===== src/core/rcl_pkg.sv =====
// Constants shared by the reset configuration load sequencer.
// Assumes one core clock domain; pins are synchronised before use.
package rcl_pkg;
  // Strap pin layout, captured at the master reset rising edge
  localparam int STRAP_W      = 7;
  localparam int STRAP_PROTO  = 0;
  localparam int STRAP_UPD    = 1;
  localparam int STRAP_EEP    = 2;
  localparam int STRAP_CFG_LO = 3;
  localparam int CFG_W        = 4;
  // EEPROM probe range and clock rate codes
  localparam logic [6:0] EEP_BASE_ADDR = 7'h50;
  localparam logic [2:0] EEP_LAST_IDX  = 3'h7;
  localparam logic [1:0] RATE_1M       = 2'h0;
  localparam logic [1:0] RATE_400K     = 2'h1;
  localparam logic [1:0] RATE_100K     = 2'h2;
  // Block offsets inside one EEPROM
  localparam logic [15:0] EEP_OFS_LOW  = 16'h0000;
  localparam logic [15:0] EEP_OFS_HIGH = 16'hF000;
  // Loader operation codes
  localparam logic [1:0] EOP_PROBE  = 2'h0;
  localparam logic [1:0] EOP_UPDATE = 2'h1;
  localparam logic [1:0] EOP_CONFIG = 2'h2;
  localparam logic       OOP_CONFIG = 1'b0;
  localparam logic       OOP_HOTFIX = 1'b1;
  // Sequencer states
  typedef enum logic [12:0] {
    S_IDLE   = 13'h0001,
    S_INIT   = 13'h0002,
    S_PROBE  = 13'h0004,
    S_UPD    = 13'h0008,
    S_OTP    = 13'h0010,
    S_ECFG   = 13'h0020,
    S_HOTFIX = 13'h0040,
    S_PLL    = 13'h0080,
    S_SER    = 13'h0100,
    S_COMMIT = 13'h0200,
    S_MON    = 13'h0400,
    S_ALARM  = 13'h0800,
    S_RUN    = 13'h1000
  } rcl_state_t;
endpackage


===== src/core/rcl_seq.sv =====
// Reset configuration load sequencer: default image, updates, OTP and
// EEPROM configuration, hotfix, ordered completion, power gating.
// Assumes OTP, EEPROM and image engines answer on core_clk with done pulses.
//
// Notes on behaviour
// - Build all-default image, outputs untouched
// - Port protocol from strap; SPI defaults 4-wire
// - Found update applied, restart whole sequence
// - Missing or bad OTP config skips to EEPROM
// - Report OTP errors or loaded config number
// - Config overwrites only listed registers
// - Config data must write every trigger register
// - Programmed PLL divider starts parallel calibration
// - After OTP load, port protocol from image
// - EEPROM block loaded only with good checksum
// - EEPROM search ends at range end or success
// - OTP hotfix run after configuration searches
// - Any config loaded: recalibrate PLL first
// - Ports, commit and outputs, monitors, alarms
// - No config: defaults, failures in status
// - Default lowest power state allowing boot
// - Power only boot blocks and functions marked needed
// - Strap pins captured at reset rising edge
// - Probe addresses 50h-57h at three rates
// - Config blocks at offsets 0000h and F000h
`timescale 1ns/1ps
module rcl_seq #(
  parameter int                PWR_W     = 8,
  parameter logic [PWR_W-1:0] BOOT_MASK = 8'h01
) (
  // Clock and reset
  input  wire logic                        core_clk,
  input  wire logic                        sys_rst,
  // Pins
  input  wire logic                        master_reset_n,
  input  wire logic [rcl_pkg::STRAP_W-1:0] strap_pins,
  // Register image engine
  output logic                             img_init_q,
  input  wire logic                        img_init_done,
  input  wire logic                        img_spi_sel,
  input  wire logic                        img_spi_4wire,
  input  wire logic                        img_pll_fb_prog,
  output logic                             img_commit_q,
  // OTP loader
  output logic                             otp_req_q,
  output logic                             otp_op_q,
  output logic [rcl_pkg::CFG_W-1:0]        otp_cfg_q,
  input  wire logic                        otp_done,
  input  wire logic                        otp_found,
  input  wire logic                        otp_crc_ok,
  input  wire logic                        otp_has_hotfix,
  // EEPROM loader
  output logic                             eep_req_q,
  output logic [1:0]                       eep_op_q,
  output logic [6:0]                       eep_addr_q,
  output logic [1:0]                       eep_rate_q,
  output logic [15:0]                      eep_ofs_q,
  input  wire logic                        eep_done,
  input  wire logic                        eep_ack,
  input  wire logic                        eep_valid,
  // System PLL
  output logic                             pll_cal_q,
  input  wire logic                        pll_cal_done,
  // Completion enables
  output logic                             ser_spi_q,
  output logic                             ser_4wire_q,
  output logic                             ser_en_q,
  output logic                             out_en_q,
  output logic                             mon_en_q,
  output logic                             alarm_en_q,
  output logic                             seq_done_q,
  // Status
  output logic [1:0]                       otp_err_q,
  output logic                             otp_loaded_q,
  output logic [rcl_pkg::CFG_W-1:0]        cfg_num_q,
  output logic                             eep_loaded_q,
  output logic                             eep_absent_q,
  output logic                             eep_bad_q,
  output logic                             upd_applied_q,
  // Power control
  input  wire logic [PWR_W-1:0]            pwr_need,
  output logic      [PWR_W-1:0]            pwr_on_q,
  output logic      [PWR_W-1:0]            clk_en_q
);
  import rcl_pkg::*;

  logic [STRAP_W:0]   pins_s;
  logic               mr_prev_q;
  logic               mr_rise;
  logic               mr_low;
  logic [STRAP_W-1:0] strap_q;
  rcl_state_t         state_q;
  logic [2:0]         idx_q;
  logic [1:0]         rate_q;
  logic               ofs_hi_q;
  logic [7:0]         present_q;
  logic               any_loaded;
  logic               otp_ok;
  logic               busy;

  rcl_sync #(
    .W (STRAP_W + 1)
  ) u_sync (
    .core_clk (core_clk),
    .sys_rst  (sys_rst),
    .async_in ({master_reset_n, strap_pins}),
    .sync_out (pins_s)
  );

  assign mr_low     = ~pins_s[STRAP_W];
  assign mr_rise    = pins_s[STRAP_W] & ~mr_prev_q;
  assign otp_ok     = otp_found & otp_crc_ok;
  assign any_loaded = otp_loaded_q | eep_loaded_q;
  assign busy       = (state_q != S_IDLE) && (state_q != S_RUN);

  // Strap capture
  always_ff @(posedge core_clk) begin
    if (sys_rst) begin
      mr_prev_q <= 1'b0;
      strap_q   <= '0;
    end else begin
      mr_prev_q <= pins_s[STRAP_W];
      if (mr_rise) begin
        strap_q <= pins_s[STRAP_W-1:0];
      end
    end
  end

  // Sequencer and loader requests
  always_ff @(posedge core_clk) begin
    if (sys_rst || mr_low) begin
      state_q    <= S_IDLE;
      img_init_q <= 1'b0;
      otp_req_q  <= 1'b0;
      otp_op_q   <= OOP_CONFIG;
      eep_req_q  <= 1'b0;
      eep_op_q   <= EOP_PROBE;
      idx_q      <= '0;
      rate_q     <= RATE_1M;
      ofs_hi_q   <= 1'b0;
      present_q  <= '0;
    end else begin
      case (state_q)
        S_IDLE: begin
          if (mr_rise) begin
            state_q <= S_INIT;
          end
        end
        S_INIT: begin
          if (!img_init_q) begin
            img_init_q <= 1'b1;
          end else if (img_init_done) begin
            img_init_q <= 1'b0;
            idx_q      <= '0;
            rate_q     <= RATE_1M;
            present_q  <= '0;
            if (strap_q[STRAP_UPD] || strap_q[STRAP_EEP]) begin
              state_q <= S_PROBE;
            end else begin
              state_q <= S_OTP;
            end
          end
        end
        S_PROBE: begin
          if (!eep_req_q) begin
            eep_req_q <= 1'b1;
            eep_op_q  <= EOP_PROBE;
          end else if (eep_done) begin
            eep_req_q         <= 1'b0;
            present_q[idx_q] <= eep_ack;
            idx_q             <= idx_q + 3'h1;
            if (idx_q == EEP_LAST_IDX) begin
              if ((present_q != 8'h00) || eep_ack
                  || (rate_q == RATE_100K)) begin
                state_q <= strap_q[STRAP_UPD] ? S_UPD : S_OTP;
              end else begin
                rate_q <= rate_q + 2'h1;
              end
            end
          end
        end
        S_UPD: begin
          if (!present_q[idx_q]) begin
            idx_q <= idx_q + 3'h1;
            if (idx_q == EEP_LAST_IDX) begin
              state_q <= S_OTP;
            end
          end else if (!eep_req_q) begin
            eep_req_q <= 1'b1;
            eep_op_q  <= EOP_UPDATE;
          end else if (eep_done) begin
            eep_req_q <= 1'b0;
            idx_q     <= idx_q + 3'h1;
            if (eep_valid) begin
              state_q <= S_INIT;
            end else if (idx_q == EEP_LAST_IDX) begin
              state_q <= S_OTP;
            end
          end
        end
        S_OTP: begin
          if (!otp_req_q) begin
            otp_req_q <= 1'b1;
            otp_op_q  <= OOP_CONFIG;
          end else if (otp_done) begin
            otp_req_q <= 1'b0;
            idx_q     <= '0;
            ofs_hi_q  <= 1'b0;
            state_q   <= strap_q[STRAP_EEP] ? S_ECFG : S_HOTFIX;
          end
        end
        S_ECFG: begin
          if (!present_q[idx_q]) begin
            idx_q <= idx_q + 3'h1;
            if (idx_q == EEP_LAST_IDX) begin
              state_q <= S_HOTFIX;
            end
          end else if (!eep_req_q) begin
            eep_req_q <= 1'b1;
            eep_op_q  <= EOP_CONFIG;
          end else if (eep_done) begin
            eep_req_q <= 1'b0;
            ofs_hi_q  <= ~ofs_hi_q;
            if (ofs_hi_q) begin
              idx_q <= idx_q + 3'h1;
            end
            if (eep_valid || (ofs_hi_q && idx_q == EEP_LAST_IDX)) begin
              state_q <= S_HOTFIX;
            end
          end
        end
        S_HOTFIX: begin
          if (!otp_has_hotfix) begin
            state_q <= S_PLL;
          end else if (!otp_req_q) begin
            otp_req_q <= 1'b1;
            otp_op_q  <= OOP_HOTFIX;
          end else if (otp_done) begin
            otp_req_q <= 1'b0;
            state_q   <= S_PLL;
          end
        end
        S_PLL: begin
          if (!any_loaded || (pll_cal_q && pll_cal_done)) begin
            state_q <= S_SER;
          end
        end
        S_SER: state_q <= S_COMMIT;
        S_COMMIT: state_q <= S_MON;
        S_MON: state_q <= S_ALARM;
        S_ALARM: state_q <= S_RUN;
        S_RUN: state_q <= S_RUN;
        default: state_q <= S_IDLE;
      endcase
    end
  end

  // Loader addressing
  always_ff @(posedge core_clk) begin
    if (sys_rst) begin
      eep_addr_q <= EEP_BASE_ADDR;
      eep_rate_q <= RATE_1M;
      eep_ofs_q  <= EEP_OFS_LOW;
      otp_cfg_q  <= '0;
    end else begin
      eep_addr_q <= EEP_BASE_ADDR | {4'h0, idx_q};
      eep_rate_q <= rate_q;
      eep_ofs_q  <= ofs_hi_q ? EEP_OFS_HIGH : EEP_OFS_LOW;
      otp_cfg_q  <= strap_q[STRAP_CFG_LO +: CFG_W];
    end
  end

  // Load status; the loaders overlay only listed registers
  always_ff @(posedge core_clk) begin
    if (sys_rst || mr_low || (state_q == S_IDLE && mr_rise)) begin
      otp_err_q     <= 2'h0;
      otp_loaded_q  <= 1'b0;
      cfg_num_q     <= '0;
      eep_loaded_q  <= 1'b0;
      eep_absent_q  <= 1'b0;
      eep_bad_q     <= 1'b0;
      upd_applied_q <= 1'b0;
    end else begin
      if (state_q == S_OTP && otp_req_q && otp_done) begin
        otp_err_q    <= {otp_found & ~otp_crc_ok, ~otp_found};
        otp_loaded_q <= otp_ok;
        if (otp_ok) begin
          cfg_num_q <= otp_cfg_q;
        end
      end
      if (state_q == S_PROBE && eep_req_q && eep_done
          && idx_q == EEP_LAST_IDX && rate_q == RATE_100K
          && present_q == 8'h00 && !eep_ack) begin
        eep_absent_q <= 1'b1;
      end
      if (state_q == S_ECFG && eep_req_q && eep_done) begin
        if (eep_valid) begin
          eep_loaded_q <= 1'b1;
        end else begin
          eep_bad_q <= 1'b1;
        end
      end
      if (state_q == S_UPD && eep_req_q && eep_done && eep_valid) begin
        upd_applied_q <= 1'b1;
      end
    end
  end

  // Serial port setup and PLL calibration
  always_ff @(posedge core_clk) begin
    if (sys_rst || mr_low) begin
      ser_spi_q   <= 1'b0;
      ser_4wire_q <= 1'b0;
      pll_cal_q   <= 1'b0;
    end else begin
      if (state_q == S_INIT) begin
        ser_spi_q   <= strap_q[STRAP_PROTO];
        ser_4wire_q <= strap_q[STRAP_PROTO];
      end
      if (state_q == S_OTP && otp_req_q && otp_done && otp_ok) begin
        ser_spi_q   <= img_spi_sel;
        ser_4wire_q <= img_spi_4wire;
      end
      if ((state_q == S_OTP && otp_req_q && otp_done && otp_ok
           && img_pll_fb_prog)
          || (state_q == S_PLL && any_loaded && !pll_cal_q)) begin
        pll_cal_q <= 1'b1;
      end else if (pll_cal_done) begin
        pll_cal_q <= 1'b0;
      end
    end
  end

  // Completion enables in order
  always_ff @(posedge core_clk) begin
    if (sys_rst || mr_low || state_q == S_INIT) begin
      ser_en_q     <= 1'b0;
      img_commit_q <= 1'b0;
      out_en_q     <= 1'b0;
      mon_en_q     <= 1'b0;
      alarm_en_q   <= 1'b0;
      seq_done_q   <= 1'b0;
    end else begin
      img_commit_q <= (state_q == S_COMMIT);
      if (state_q == S_SER) begin
        ser_en_q <= 1'b1;
      end
      if (state_q == S_COMMIT) begin
        out_en_q <= 1'b1;
      end
      if (state_q == S_MON) begin
        mon_en_q <= 1'b1;
      end
      if (state_q == S_ALARM) begin
        alarm_en_q <= 1'b1;
        seq_done_q <= 1'b1;
      end
    end
  end

  // Power: boot blocks powered, clocked only while booting
  always_ff @(posedge core_clk) begin
    if (sys_rst) begin
      pwr_on_q <= BOOT_MASK;
      clk_en_q <= BOOT_MASK;
    end else begin
      pwr_on_q <= pwr_need | BOOT_MASK;
      clk_en_q <= pwr_need | (BOOT_MASK & {PWR_W{busy}});
    end
  end
endmodule


===== src/core/rcl_sync.sv =====
// Two flip-flop synchroniser for a group of pin levels.
// Assumes the inputs are levels from outside the core clock domain.
`timescale 1ns/1ps
module rcl_sync #(
  parameter int W = 1
) (
  // Clock and reset
  input  wire logic         core_clk,
  input  wire logic         sys_rst,
  // Levels
  input  wire logic [W-1:0] async_in,
  output logic      [W-1:0] sync_out
);
  logic [W-1:0] meta_q;

  always_ff @(posedge core_clk) begin
    if (sys_rst) begin
      meta_q   <= '0;
      sync_out <= '0;
    end else begin
      meta_q   <= async_in;
      sync_out <= meta_q;
    end
  end
endmodule


===== config.mk =====
export PLATFORM = sky130hd
export DESIGN_NAME = rcl_seq
export DESIGN_NICKNAME = d
export VERILOG_FILES = /design/src/core/rcl_pkg.sv /design/src/core/rcl_seq.sv /design/src/core/rcl_sync.sv
export SDC_FILE = /design/constraint.sdc
export NUM_CORES = 1
export LEC_CHECK = 0
export ABC_AREA = 1
export BUFFER_PORTS_ARGS = -buffer_cell sky130_fd_sc_hd__buf_2
export CAP_MARGIN = 20
export CORE_MARGIN = 3
export CORE_UTILIZATION = 41
export DETAILED_ROUTE_END_ITERATION = 16
export SYNTH_ARGS = -nofsm -noshare
export SYNTH_HDL_FRONTEND = slang
export SYNTH_SLANG_ARGS = --single-unit

===== constraint.sdc =====
create_clock -name core_clk -period 2.42 [get_ports core_clk]
set_input_delay 0.242 -clock core_clk [delete_from_list [all_inputs] [get_ports core_clk]]
set_output_delay 0.242 -clock core_clk [all_outputs]
set_load 0.02 [all_outputs]

## After elaboration in Yosys (flattened, before gate mapping)

Cells that the tools add are included.

- Bits in registers: 121
- Input bits: 30
- Output and inout bits: 71
- Logic and storage cells: 246

- $add $sub $neg: 2
- Order comparisons: 2
- Equal/unequal tests: 48
- Multiplexer cells: 88
- Bitwise operators: 11
- Reductions and logical operators: 58

Operators by type and width:

| operator | number |
|---|---|
| $mux 13 | 23 |
| $pmux 13 s12 | 1 |
| $ne 2x2->1 const B | 21 |
| $mux 3 | 11 |
| $mux 8 | 4 |
| $ne 3x3->1 const B | 9 |
| $mux 1 | 23 |
| $logic_and 1x1->1 | 22 |
| $mux 2 | 11 |
| $reduce_and 18->1 | 1 |
| $mux 16 | 1 |
| $pmux 8 s2 | 1 |
| $pmux 3 s5 | 1 |
| $eq 13x1->1 const B | 1 |
| $eq 13x10->1 const B | 1 |
| $eq 13x11->1 const B | 1 |
| $eq 13x12->1 const B | 1 |
| $eq 13x13->1 const B | 1 |
| $eq 13x2->1 const B | 1 |
| $eq 13x3->1 const B | 1 |
| $eq 13x4->1 const B | 1 |
| $eq 13x5->1 const B | 1 |
| $eq 13x6->1 const B | 1 |
| $eq 13x7->1 const B | 1 |
| other kinds (37) | 69 |

## Logic depth before layout (Yosys ltp)

Gate-level depths: netlist of the first run.

- Word-level depth: 8
- Depth in mapped cells: 13
- Mapped depth without buffers: 13

## Cells and area by module

Synthesis of the first run repeated with hierarchy kept, for this count alone.

- Cell total of the unflattened synthesis: 621
- Area, all modules: 4450.5 um^2

By module, submodules not included:

| module | times used | cells an instance | area each (um^2) | sequential area each (um^2) |
|---|---|---|---|---|
| rcl_seq | 1 | 571 | 3976.3 | 1561.5 |
| rcl_sync | 1 | 50 | 474.2 | 320.3 |

## Worst setup path after synthesis of the first run

No wires, ideal clock.

- Kind: register -> register
- Start: register eep_req_q
- End: register state_q[6]
- Setup time: 0.128 ns
- Data arrival time: 1.591 ns
- Data required time: 2.292 ns
- Path slack: 0.702 ns
- Stages on the path, launching flop included: 12
- Path buffers: 2
- Clock period less this slack: 1.718 ns
- Cell sequence: dfxtp_1 > clkbuf_1 > nand2_1 > nand3_1 > nand2_1 > inv_1 > nand3_1 > nor2_2 > buf_6 > nand3b_1 > nand2_1 > nor2_1

- Cells in the longest elaborated chain, start to end: 2
- Elaborated cells between the ends (all ways): 4

Ends and longest elaborated chain:

| what | line | RTL |
|---|---|---|
| from (decl) | rcl_seq.sv:53 | `output logic eep_req_q,` |
| from (signal assigned) | rcl_seq.sv:136 | `eep_req_q <= 1'b0;` |
| from (signal assigned) | rcl_seq.sv:166 | `eep_req_q <= 1'b1;` |
| from (signal assigned) | rcl_seq.sv:169 | `eep_req_q <= 1'b0;` |
| $ne 3x3->1 (no line) / $ne 2x2->1 (equally long branches) | n/a |  |
| $reduce_and 18->1 (no line) (*) | n/a |  |
| to (signal assigned) | rcl_seq.sv:175 | `state_q <= strap_q[STRAP_UPD] ? S_UPD : S_OTP;` |
| to (signal assigned) | rcl_seq.sv:209 | `state_q <= strap_q[STRAP_EEP] ? S_ECFG : S_HOTFIX;` |
| to (decl) | rcl_seq.sv:92 | `rcl_state_t state_q;` |

Every way passes the cells marked *; elsewhere a longest branch is shown, timed or not.
A chain may end at the register's enable or synchronous reset.

## Final worst setup path of the first run

- Start: register idx_q[1]
- End: register state_q[4]

- Cells in the longest elaborated chain, start to end: 7
- Elaborated cells between the ends (all ways): 20

Ends and longest elaborated chain:

| what | line | RTL |
|---|---|---|
| from (decl) | rcl_seq.sv:93 | `logic [2:0] idx_q;` |
| from (signal assigned) | rcl_seq.sv:171 | `idx_q <= idx_q + 3'h1;` |
| from (signal assigned) | rcl_seq.sv:184 | `idx_q <= idx_q + 3'h1;` |
| from (signal assigned) | rcl_seq.sv:193 | `idx_q <= idx_q + 3'h1;` |
| $eq 3x3->1 | n/a |  |
| $mux 13 (4 in a row) | n/a |  |
| $mux 13 | rcl_seq.sv:183 | `if (!present_q[idx_q]) begin` |
| $pmux 13 s12 | rcl_seq.sv:143 | `case (state_q)` |

Parallel ways exist; a longest one is shown, timed or not. The select of a mux whose other input is x is not followed.

==> metrics.log, run 1 <==
INFO  metric status = complete, no violations
INFO  metric yosys_register_bits = 94
INFO  metric max-vdd-ir-drop = about 0.27 mV
INFO  metric finalHoldViolations = 0
INFO  metric cts_tree = yes
INFO  metric post-dp-hpwl = 8206 um
INFO  metric buffer_ports.inserted = 83
INFO  metric worst_skew_pair.late_latency = 0.37 ns
INFO  metric via_count_of_the_first_global_routing_pass = 3698
INFO  metric max_slew_margin = 0.4430
INFO  metric muxShareOfSynthArea = 0
INFO  metric yosys.cell_types.count = 36
INFO  metric worstSetupStartpointType = flip-flop
INFO  metric route.detailed.drc = 0
INFO  metric grt_usage = 0.1838
INFO  metric wl = 10870 um
INFO  metric switching_power_total = between 0.0007 and 0.0008 W
INFO  metric total_leakage_power = 2.480 nW
INFO  metric cts_root_buffer = sky130_fd_sc_hd__clkbuf_8
INFO  metric timing.final.crit_period = 2.115 ns
INFO  metric synth_adder_area_share = 0.008403
INFO  metric layout_commonest_cell = sky130_fd_sc_hd__nor2_1
INFO  metric end_kind = flip-flop
INFO  metric start_util = 0.4269
INFO  metric synthesis.instances = 651
INFO  metric post_synth_xor_area_fraction = 0.001961
INFO  metric syn_area = 0.004467 sq mm
INFO  metric area.growth.synth_to_final = 13.87%
INFO  metric compound_gate_portion_of_the_synthesized_area = 0.1050
INFO  metric most-common-layout-cells = sky130_fd_sc_hd__nor2_1, sky130_fd_sc_hd__nand2_1, sky130_fd_sc_hd__inv_1
INFO  metric grt_max_degree = 34
INFO  metric sequential_share_of_power = 0.564
INFO  metric wire_per_inst = around 13 um
INFO  metric internal-power = just over 0.002 W
INFO  metric finalMaxSlewViolations = 0
INFO  metric power.share.clock = 0.370
INFO  metric final-setup-viol-count = 0
INFO  metric regToRegSetupSlack = ~0.30 ns
INFO  metric worstPathArrival = between 2 and 2.5 ns
INFO  metric critical_setup_path_class = flip-flop to flip-flop
INFO  metric htree_num_levels = 3
INFO  metric top_level_ports = approximately 100
INFO  metric number_of_antenna_violations_at_the_first_check_in_global_routing = 0
INFO  metric synth_sequential_area_ratio = 0.4213
INFO  metric fin_crit_sh = 0.8740
INFO  metric n_antenna_cell = 0
INFO  metric core_area = 0.01046 sq mm
INFO  metric fin_skew = 0.01240 ns
INFO  metric die_w = 110.4 um
INFO  metric design.die.area = 0.01218 sq mm
INFO  metric proportion_of_power_drawn_by_combinational_gates = 0.066
INFO  metric cellPowerDensity = 552.7 mW/mm^2
INFO  metric wire_length_of_the_first_global_routing_pass = 17500 um
INFO  metric finalSetupTns = 0 ns
INFO  metric grt_overflow = 0
INFO  metric clock_tree.buffer_depth = 2
INFO  metric cts_buffers = 9
INFO  metric synth_top_family_by_area = simple AND/OR/NAND/NOR gates
INFO  metric grt_setup_unrepaired = no
INFO  metric postCtsResizedCells = 0
INFO  metric vias = 4094
INFO  metric mean_post_synth_cell_area = 6.861 sq um
INFO  metric fmax = around 470 MHz
INFO  metric cts_hold_repair.buffers = 0
INFO  metric number_of_enable_flip_flop_cells_after_synthesis = 0
INFO  metric post-place-cells = 849
INFO  metric clkSlewWorstSetupHoldPaths = approximately 0.11 ns
INFO  metric drt_first_pass_iters = 7
INFO  metric gp_congestion = between 0.9 and 1
INFO  metric worstMarginPinSlew = about 0.83 ns
INFO  metric fin_nets = 757
INFO  metric sw_frac_of_total = 0.2739
INFO  metric dpl_cell_area = 0.004875 sq mm
INFO  metric avgViaCountPerCell = 4.733
INFO  metric die_height = between 100 and 150 um
INFO  metric number_of_clock_sinks_seen_by_cts = 94
INFO  metric count_of_synthesis_stage_warnings_from_yosys = 0
INFO  metric timing.critical_path.required = 2.74 ns
INFO  metric postSynth.asyncResetShare = 0
INFO  metric drive_gt1_frac = 0.1866
INFO  metric max-cap-violations = 0
INFO  metric synth_flop_cell = sky130_fd_sc_hd__dfxtp_1
INFO  metric route.antenna.remaining_nets = 0
INFO  metric final_cell_count_no_fill = a little under 900
INFO  metric dr_iter_0_viols = 260
INFO  metric worst_hold_path_type = primary input to flip-flop
INFO  metric core.rowCount = 37
INFO  metric yosys.area_share.simple = 0.3101
INFO  metric layout.cell_area.non_filler = 0.005086 sq mm
INFO  metric critical_path_peak_fanout = 12
INFO  metric cts.repair_timing.setup_buffer_count = 0
[worst paths after layout]
| kind | start | end | cells past startpoint |
|---|---|---|---|
| setup / recovery | idx_q[1]$_SDFFE_PP0P_ | state_q[4]$_SDFFE_PP0P_ | 12 |
| hold / removal | sys_rst | u_sync.sync_out[2]$_SDFF_PP0_ | 2 |
| setup reg to reg | idx_q[1]$_SDFFE_PP0P_ | state_q[4]$_SDFFE_PP0P_ | 12 |
| hold reg to reg | u_sync.meta_q[5]$_SDFF_PP0_ | u_sync.sync_out[5]$_SDFF_PP0_ | 2 |
[cells in the mapped netlist (2+ instances only)]
cell,count,area share
sky130_fd_sc_hd__o21a_1,2,0.0034
sky130_fd_sc_hd__nand3_1,47,0.053
sky130_fd_sc_hd__or2_2,3,0.0042
sky130_fd_sc_hd__ha_1,3,0.0084
sky130_fd_sc_hd__a211oi_1,2,0.0034
sky130_fd_sc_hd__conb_1,2,0.0017
sky130_fd_sc_hd__inv_1,99,0.083
sky130_fd_sc_hd__nor3_1,9,0.010
sky130_fd_sc_hd__buf_4,29,0.049
sky130_fd_sc_hd__o21ai_0,31,0.035
sky130_fd_sc_hd__nor2_2,7,0.0098
sky130_fd_sc_hd__a21oi_1,46,0.052
sky130_fd_sc_hd__nand2_1,113,0.095
sky130_fd_sc_hd__nor2_1,119,0.10
sky130_fd_sc_hd__nor3_2,2,0.0045
sky130_fd_sc_hd__nand2_4,2,0.0050
sky130_fd_sc_hd__clkbuf_1,11,0.0092
sky130_fd_sc_hd__nand2_2,7,0.0098
sky130_fd_sc_hd__o211ai_1,3,0.0050
sky130_fd_sc_hd__nand4_1,4,0.0056
sky130_fd_sc_hd__dfxtp_1,94,0.42
sky130_fd_sc_hd__buf_6,2,0.0050
[critical path, stage by stage (launching register included)]
cell and delay (ns):
sky130_fd_sc_hd__dfxtp_1 0.45, sky130_fd_sc_hd__ha_1 0.19, sky130_fd_sc_hd__ha_1 0.18, sky130_fd_sc_hd__inv_1 0.09
sky130_fd_sc_hd__nand3_1 0.11, sky130_fd_sc_hd__nand2_1 0.06, sky130_fd_sc_hd__inv_1 0.07, sky130_fd_sc_hd__nand2_1 0.06
sky130_fd_sc_hd__nor2_2 0.38, sky130_fd_sc_hd__nand2_1 0.20, sky130_fd_sc_hd__inv_1 0.13, sky130_fd_sc_hd__nor2_1 0.05
sky130_fd_sc_hd__nor2_1 0.09
[sequential cells by signal, indices dropped and copies added (netlist names), 3 cells and up]
| signal | count |
|---|---|
| otp_cfg_q | 4 |
| pwr_on_q | 7 |
| cfg_num_q | 4 |
| u_sync.meta_q | 8 |
| present_q | 8 |
| u_sync.sync_out | 8 |
| idx_q | 3 |
| eep_addr_q | 3 |
| state_q | 13 |
| strap_q | 7 |
[power by group through the flow]
| stage | clock network, W | registers [W] | logic (W) |
|---|---|---|---|
| floorplan | 0 | 0.00163 | 0.000144 |
| global placement | 0 | 0.00162 | 0.000182 |
| detailed placement | 0 | 0.00162 | 0.000184 |
| CTS | 0.00108 | 0.00159 | 0.000184 |
| global route | 0.00114 | 0.00159 | 0.000211 |
| finish | 0.00104 | 0.00159 | 0.000185 |
[final cells by class]
class	instances	area, sq um
fillers	1114	5376
multi-input cells	427	1972
flip-flops and latches	94	1882
repair buffers	90	467.9
inverters	102	390.4
well taps	136	170.2
clock buffers	9	123.9
clock inverters	7	80.08
[per-layer routing]
layer / track usage / share of wire
met1: 0.2415 / 0.46
met2: 0.3046 / 0.47
met3: 0.03960 / 0.060
met4: 0.05189 / 0.013
met5: 0 / 0
[per-stage QoR]
step | setup WS [ns] | utilization | power, W | hold WS [ns]
floorplan | 0.7018 | - | 0.001775 | 0.3304
global placement | 0.2409 | 0.4659 | 0.001803 | 0.3919
detailed placement | 0.1023 | 0.4659 | 0.001806 | 0.3948
CTS | 0.1085 | 0.4854 | 0.002847 | 0.03943
global route | 0.06073 | 0.4861 | 0.002944 | 0.05152
finish | 0.3049 | 0.4861 | 0.002811 | 0.05805
[cell families after synthesis]
logic type / count (synthesis)
compound gates: 88
xor+xnor: 1
fa+ha+maj: 3
buf+inv: 145
flops: 94
other cells: 2
simple gates: 318
(Power assumes the default switching activity.)
==> run 2, diff against run 1 <==
--- a/config.mk
+++ b/config.mk
@@ -11,6 +11,7 @@
 export CORE_MARGIN = 3
 export CORE_UTILIZATION = 41
 export DETAILED_ROUTE_END_ITERATION = 16
+export REMOVE_ABC_BUFFERS = 1
 export SYNTH_ARGS = -nofsm -noshare
 export SYNTH_HDL_FRONTEND = slang
 export SYNTH_SLANG_ARGS = --single-unit
==> metrics.log, run 2 (synthesis gave the netlist of run 1 again) <==
INFO  metric die_w = 110.4 um
INFO  metric start_util = 0.4269
INFO  metric layout_commonest_cell = sky130_fd_sc_hd__nor2_1
INFO  metric finalMaxSlewViolations = 0
INFO  metric buffer_ports.inserted = 83
INFO  metric max-cap-violations = 0
INFO  metric via_count_of_the_first_global_routing_pass = 3594
INFO  metric sw_frac_of_total = 0.2459
INFO  metric cts_hold_repair.buffers = 0
INFO  metric worstSetupStartpointType = flip-flop
INFO  metric number_of_antenna_violations_at_the_first_check_in_global_routing = 0
INFO  metric hold-worst-slack = roughly 0.055 ns
INFO  metric wire_length_of_the_first_global_routing_pass = 17020 um
INFO  metric largest_reg_flops = 13
INFO  metric grt_usage = 0.1820
INFO  metric final_cell_count_no_fill = 866
INFO  metric critical_path.top_delay_family = simple AND/OR/NAND/NOR gates
INFO  metric switching_power_total = 0.0007007 W
INFO  metric grt_overflow = 0
INFO  metric fin_skew = about 0.013 ns
INFO  metric proportion_of_power_drawn_by_combinational_gates = 0.065
INFO  metric totalPowerFinal = between 0.002 and 0.003 W
INFO  metric fin_crit_sh = 0.8636
INFO  metric dpl_cell_area = 0.004882 sq mm
INFO  metric route.detailed.drc = 0
INFO  metric finalSetupTns = 0 ns
INFO  metric avgViaCountPerCell = 4.657
INFO  metric route.antenna.remaining_nets = 0
INFO  metric wire_per_inst = 12.18 um
INFO  metric drt_first_pass_iters = 5
INFO  metric worst_skew_pair.late_latency = about 0.37 ns
INFO  metric critical_path.cell_chain = nor2_2, nand2_2, nor2_2, nand2_4, buf_4, o21ai_2, nand2_2, nor2_4, nand2_1, a21oi_1
INFO  metric dr_iter_0_viols = between 200 and 300
INFO  metric final.fill_count = 1083
INFO  metric worstPathBufferInverterCount = 1
INFO  metric clock_tree.buffer_depth = 2
INFO  metric htree_num_levels = 3
INFO  metric gp_congestion = 0.8800
INFO  metric drive_gt1_frac = 0.1863
INFO  metric clkSlewWorstSetupHoldPaths = 0.10 ns
INFO  metric finalHoldViolations = 0
INFO  metric max-vdd-ir-drop = 0.4210 mV
INFO  metric post-place-cells = 850
INFO  metric fin_nets = 758
INFO  metric area.growth.synth_to_final = 13.95%
INFO  metric worst_path_max_delay_cell = sky130_fd_sc_hd__dfxtp_1
INFO  metric largest-register = state_q
INFO  metric cts_tree = yes
INFO  metric post-dp-hpwl = about 7900 um
INFO  metric fmax = between 400 and 500 MHz
INFO  metric status = complete, no violations
INFO  metric core_area = approximately 0.010 sq mm
INFO  metric cellPowerDensity = 559.9 mW/mm^2
INFO  metric worst_hold_path_type = primary input to flip-flop
INFO  metric power.share.clock = 0.379
INFO  metric grt_setup_unrepaired = no
INFO  metric number_of_clock_sinks_seen_by_cts = 94
INFO  metric max_slew_margin = 0.4393
INFO  metric layout.cell_area.non_filler = 0.005090 sq mm
INFO  metric most-common-layout-cells = sky130_fd_sc_hd__nor2_1, sky130_fd_sc_hd__nand2_1, sky130_fd_sc_hd__inv_1
INFO  metric internal-power = approximately 0.0021 W
INFO  metric critical_setup_path_class = flip-flop to flip-flop
INFO  metric cts_root_buffer = sky130_fd_sc_hd__clkbuf_8
INFO  metric n_antenna_cell = 0
INFO  metric final-setup-viol-count = 0
INFO  metric cts_buffers = 9
INFO  metric worstMarginPinSlew = 0.8401 ns
INFO  metric vias = 4033
INFO  metric sequential_share_of_power = 0.556
INFO  metric design.die.area = 0.01218 sq mm
INFO  metric worstPathArrival = ~2.4 ns
INFO  metric cts.repair_timing.setup_buffer_count = 0
INFO  metric critical_path_peak_fanout = 18
INFO  metric wl = 10550 um
INFO  metric die_height = 110.4 um
INFO  metric total_leakage_power = 2.485 nW
INFO  metric timing.final.crit_period = 2.090 ns
INFO  metric timing.critical_path.required = 2.71 ns
INFO  metric grt_max_degree = 35
INFO  metric end_kind = flip-flop
INFO  metric slowest_delay = around 0.39 ns
INFO  metric top_level_ports = 101
INFO  metric core.rowCount = 37
run 2: path summary, 6_finish.rpt:
check                               from                            end  slack, ns  depth (start not counted)
max              state_q[4]$_SDFFE_PP0P_      present_q[0]$_SDFFE_PP0P_       0.33                         10
min                          pwr_need[0]         clk_en_q[0]$_SDFF_PP1_       0.05                          3
max reg2reg      state_q[4]$_SDFFE_PP0P_      present_q[0]$_SDFFE_PP0P_       0.33                         10
min reg2reg  u_sync.meta_q[2]$_SDFF_PP0_  u_sync.sync_out[2]$_SDFF_PP0_       0.41                          2
run 2: tightest hold or removal path: stages:
cell,delay (ns)
sky130_fd_sc_hd__buf_2,0.07
sky130_fd_sc_hd__a21oi_1,0.03
sky130_fd_sc_hd__nand2_1,0.05
run 2: power by group through the flow:
stage	logic, W	clock network, W	registers (W)
global placement	0.000184	0	0.00162
finish	0.000184	0.00108	0.00158
global route	0.000209	0.00119	0.00159
floorplan	0.0000939	0	0.00164
detailed placement	0.000185	0	0.00162
CTS	0.000185	0.00112	0.00159
run 2: metrics by stage:
stage / worst slack [ns] / utilization
floorplan: 0.2779 / -
global placement: 0.1924 / 0.4666
detailed placement: 0.1318 / 0.4666
CTS: 0.1051 / 0.4862
global route: 0.05767 / 0.4865
finish: 0.3301 / 0.4865
run 2: layout make-up:
cell class,count,area (sq um),share of cell area
clock inverter,5,63.81,0.01254
sequential,94,1882,0.3697
tap,136,170.2,0.03343
multi-input combinational,427,1967,0.3864
timing repair buffer,91,475.5,0.09341
clock buffer,11,141.4,0.02778
inverter,102,390.4,0.07670
run 2: metal layers:
metal  wire length (um)  track usage  vias to the layer above
li1                   -            -                     2129
met1               4895       0.2335                     1790
met2               4961       0.3003                      108
met3                625      0.04426                        6
met4                 68      0.06069                        0
met5                  0            0                        -
run 2: repair_timing:
item | 4_1_cts | 5_1_grt
hold endpoints to repair | 0 | 0
resized for setup | 0 | 1
setup endpoints to repair | 0 | 7
==> run 3, diff against run 2 <==
--- a/config.mk
+++ b/config.mk
@@ -6,11 +6,13 @@
 export NUM_CORES = 1
 export LEC_CHECK = 0
 export ABC_AREA = 1
+export ABC_CLOCK_PERIOD_IN_PS = 2420
 export BUFFER_PORTS_ARGS = -buffer_cell sky130_fd_sc_hd__buf_2
 export CAP_MARGIN = 20
 export CORE_MARGIN = 3
-export CORE_UTILIZATION = 41
+export CORE_UTILIZATION = 54
 export DETAILED_ROUTE_END_ITERATION = 16
+export PLACE_DENSITY = 0.8
 export REMOVE_ABC_BUFFERS = 1
 export SYNTH_ARGS = -nofsm -noshare
 export SYNTH_HDL_FRONTEND = slang
==> metrics.log, run 3 (synthesis gave the netlist of run 1 again) <==
INFO  metric start_util = 0.5663
INFO  metric cts_root_buffer = sky130_fd_sc_hd__clkbuf_8
INFO  metric cellPowerDensity = 555.7 mW/mm^2
INFO  metric most-common-layout-cells = sky130_fd_sc_hd__nor2_1, sky130_fd_sc_hd__nand2_1, sky130_fd_sc_hd__inv_1
INFO  metric vias = 4202
INFO  metric wire_length_of_the_first_global_routing_pass = 17680 um
INFO  metric critical_path.cell_chain = buf_4, inv_2, nand2_1, nand3_1, nand2_1, nor2_2, nand3_1, nand3_1, nor2_2, buf_4, nand2_1, inv_1, nor2_1, nor2_1
INFO  metric critical_setup_path_class = flip-flop to flip-flop
INFO  metric finalHoldViolations = 0
INFO  metric worstPathArrival = 2.40 ns
INFO  metric largest_reg_flops = 13
INFO  metric switching_power_total = 0.0007609 W
INFO  metric core.rowCount = 32
INFO  metric cts_buffers = 9
INFO  metric drive_gt1_frac = 0.1877
INFO  metric layout_commonest_cell = sky130_fd_sc_hd__nor2_1
INFO  metric via_count_of_the_first_global_routing_pass = slightly below 4000
INFO  metric top_level_ports = 101
INFO  metric htree_num_levels = 3
INFO  metric grt_usage = 0.2248
INFO  metric cts_tree = yes
INFO  metric dr_iter_0_viols = 290
INFO  metric core_area = 0.007888 sq mm
INFO  metric worstPathBufferInverterCount = 4
INFO  metric critical_path.top_delay_family = simple AND/OR/NAND/NOR gates
INFO  metric cts.repair_timing.setup_buffer_count = 0
INFO  metric sw_frac_of_total = 0.2714
INFO  metric largest-register = state_q
INFO  metric finalMaxSlewViolations = 0
INFO  metric max-vdd-ir-drop = 0.4004 mV
INFO  metric worst_hold_path_type = primary input to flip-flop
INFO  metric critical_path_peak_fanout = 13
INFO  metric status = complete, no violations
INFO  metric groute.layer.met3.usage = 0.04254
INFO  metric wire_per_inst = 12.67 um
INFO  metric max_slew_margin = 0.4527
INFO  metric avgViaCountPerCell = 5.050
INFO  metric area.growth.synth_to_final = 12.97%
INFO  metric timing.final.crit_period = 2.129 ns
INFO  metric grt_overflow = 0
INFO  metric total_leakage_power = 2.485 nW
INFO  metric number_of_antenna_violations_at_the_first_check_in_global_routing = 0
INFO  metric layout.cell_area.non_filler = 0.005046 sq mm
INFO  metric final_util = 0.6398
INFO  metric n_antenna_cell = 0
INFO  metric postCtsResizedCells = 0
INFO  metric fin_nets = 758
INFO  metric slowest_delay = between 0.3 and 0.4 ns
INFO  metric power.share.clock = 0.368
INFO  metric max-cap-violations = 0
INFO  metric die_w = 96.95 um
INFO  metric finalSetupTns = 0 ns
INFO  metric post-dp-hpwl = about 8000 um
INFO  metric gr-usage-met2 = 0.3854
INFO  metric internal-power = 0.002043 W
INFO  metric clock_tree.buffer_depth = 2
INFO  metric fmax = 469.8 MHz
INFO  metric global_route_track_usage_on_met1 = 0.2722
INFO  metric final_cell_count_no_fill = 832
INFO  metric wl = 10550 um
INFO  metric worstMarginPinSlew = 0.8200 ns
INFO  metric fin_crit_sh = 0.8796
INFO  metric worst_skew_pair.late_latency = 0.37 ns
INFO  metric final-setup-viol-count = 0
INFO  metric die_height = 96.95 um
INFO  metric drt_first_pass_iters = 5
INFO  metric gr-max-usage-layer = met2
INFO  metric clkSlewWorstSetupHoldPaths = approximately 0.10 ns
INFO  metric cts_hold_repair.buffers = 0
INFO  metric fin_skew = approximately 0.0066 ns
INFO  metric post-place-cells = slightly above 800
INFO  metric route.detailed.drc = 0
INFO  metric dpl_cell_area = 0.004840 sq mm
INFO  metric grt_setup_unrepaired = no
INFO  metric timing.critical_path.required = around 2.7 ns
INFO  metric sequential_share_of_power = 0.566
INFO  metric proportion_of_power_drawn_by_combinational_gates = 0.066
INFO  metric number_of_clock_sinks_seen_by_cts = 94
INFO  metric design.die.area = about 0.0094 sq mm
INFO  metric gp_congestion = 0.9241
INFO  metric grt_max_degree = 35
INFO  metric buffer_ports.inserted = 83
INFO  metric worstSetupStartpointType = flip-flop
INFO  metric route.antenna.remaining_nets = 0
INFO  metric worst_path_max_delay_cell = sky130_fd_sc_hd__dfxtp_1
INFO  metric end_kind = flip-flop
run 3: cell types whose count changed in the layout (fill, tap and decap cells not counted):
cell                        delta
sky130_fd_sc_hd__nor2_4        +1
sky130_fd_sc_hd__inv_6         -1
sky130_fd_sc_hd__clkbuf_8      -1
sky130_fd_sc_hd__clkinv_8      +1
sky130_fd_sc_hd__inv_8         +3
sky130_fd_sc_hd__bufinv_16     -1
sky130_fd_sc_hd__nor2_2        -1
sky130_fd_sc_hd__clkbuf_1      -1
run 3: area by class of cell:
class                      count  area, sq um
multi-input combinational    427         1972
clock buffer                   9        123.9
fill                         723         2841
tap                          102        127.6
timing repair buffer          91        475.5
clock inverter                 7        75.07
inverter                     102        390.4
sequential                    94         1882
run 3: metrics by stage:
stage               worst slack (ns)  total power [W]  hold WS, ns
finish                        0.2913         0.002804      0.05010
global route                  0.1077         0.002927      0.03869
CTS                          0.08773         0.002826      0.03315
detailed placement            0.1264         0.001806       0.3948
global placement              0.2310         0.001801       0.3889
floorplan                     0.2779         0.001733       0.3132
run 3: worst register-to-register path, delay by kind of cell, from the launching register on:
| family | cells | cell delay, ns |
|---|---|---|
| flops | 1 | 0.33 |
| buf+inv | 4 | 0.59 |
| simple gates | 10 | 1.12 |
run 3: power groups by stage:
stage               registers, W  clock network [W]  logic [W]
floorplan                0.00164                  0  0.0000939
global placement         0.00162                  0   0.000180
detailed placement       0.00162                  0   0.000185
CTS                      0.00159            0.00106   0.000185
global route             0.00159            0.00113   0.000208
finish                   0.00159            0.00103   0.000186
run 3: routing by layer:
metal | share of wire | vias to the layer above
met5 | 0 | -
met4 | 0.021 | 0
met3 | 0.066 | 22
met2 | 0.49 | 163
met1 | 0.42 | 1892
li1 | - | 2125
run 3: path summary, 6_finish.rpt:
kind / cells after the start / startpoint / endpoint / slack [ns]
worst max-delay path: 14 / idx_q[0]$_SDFFE_PP0P_ / state_q[5]$_SDFFE_PP0P_ / 0.29
worst max register to register: 14 / idx_q[0]$_SDFFE_PP0P_ / state_q[5]$_SDFFE_PP0P_ / 0.29
worst min register to register: 2 / u_sync.meta_q[3]$_SDFF_PP0_ / u_sync.sync_out[3]$_SDFF_PP0_ / 0.41
worst min-delay path: 3 / pwr_need[0] / clk_en_q[0]$_SDFF_PP1_ / 0.05
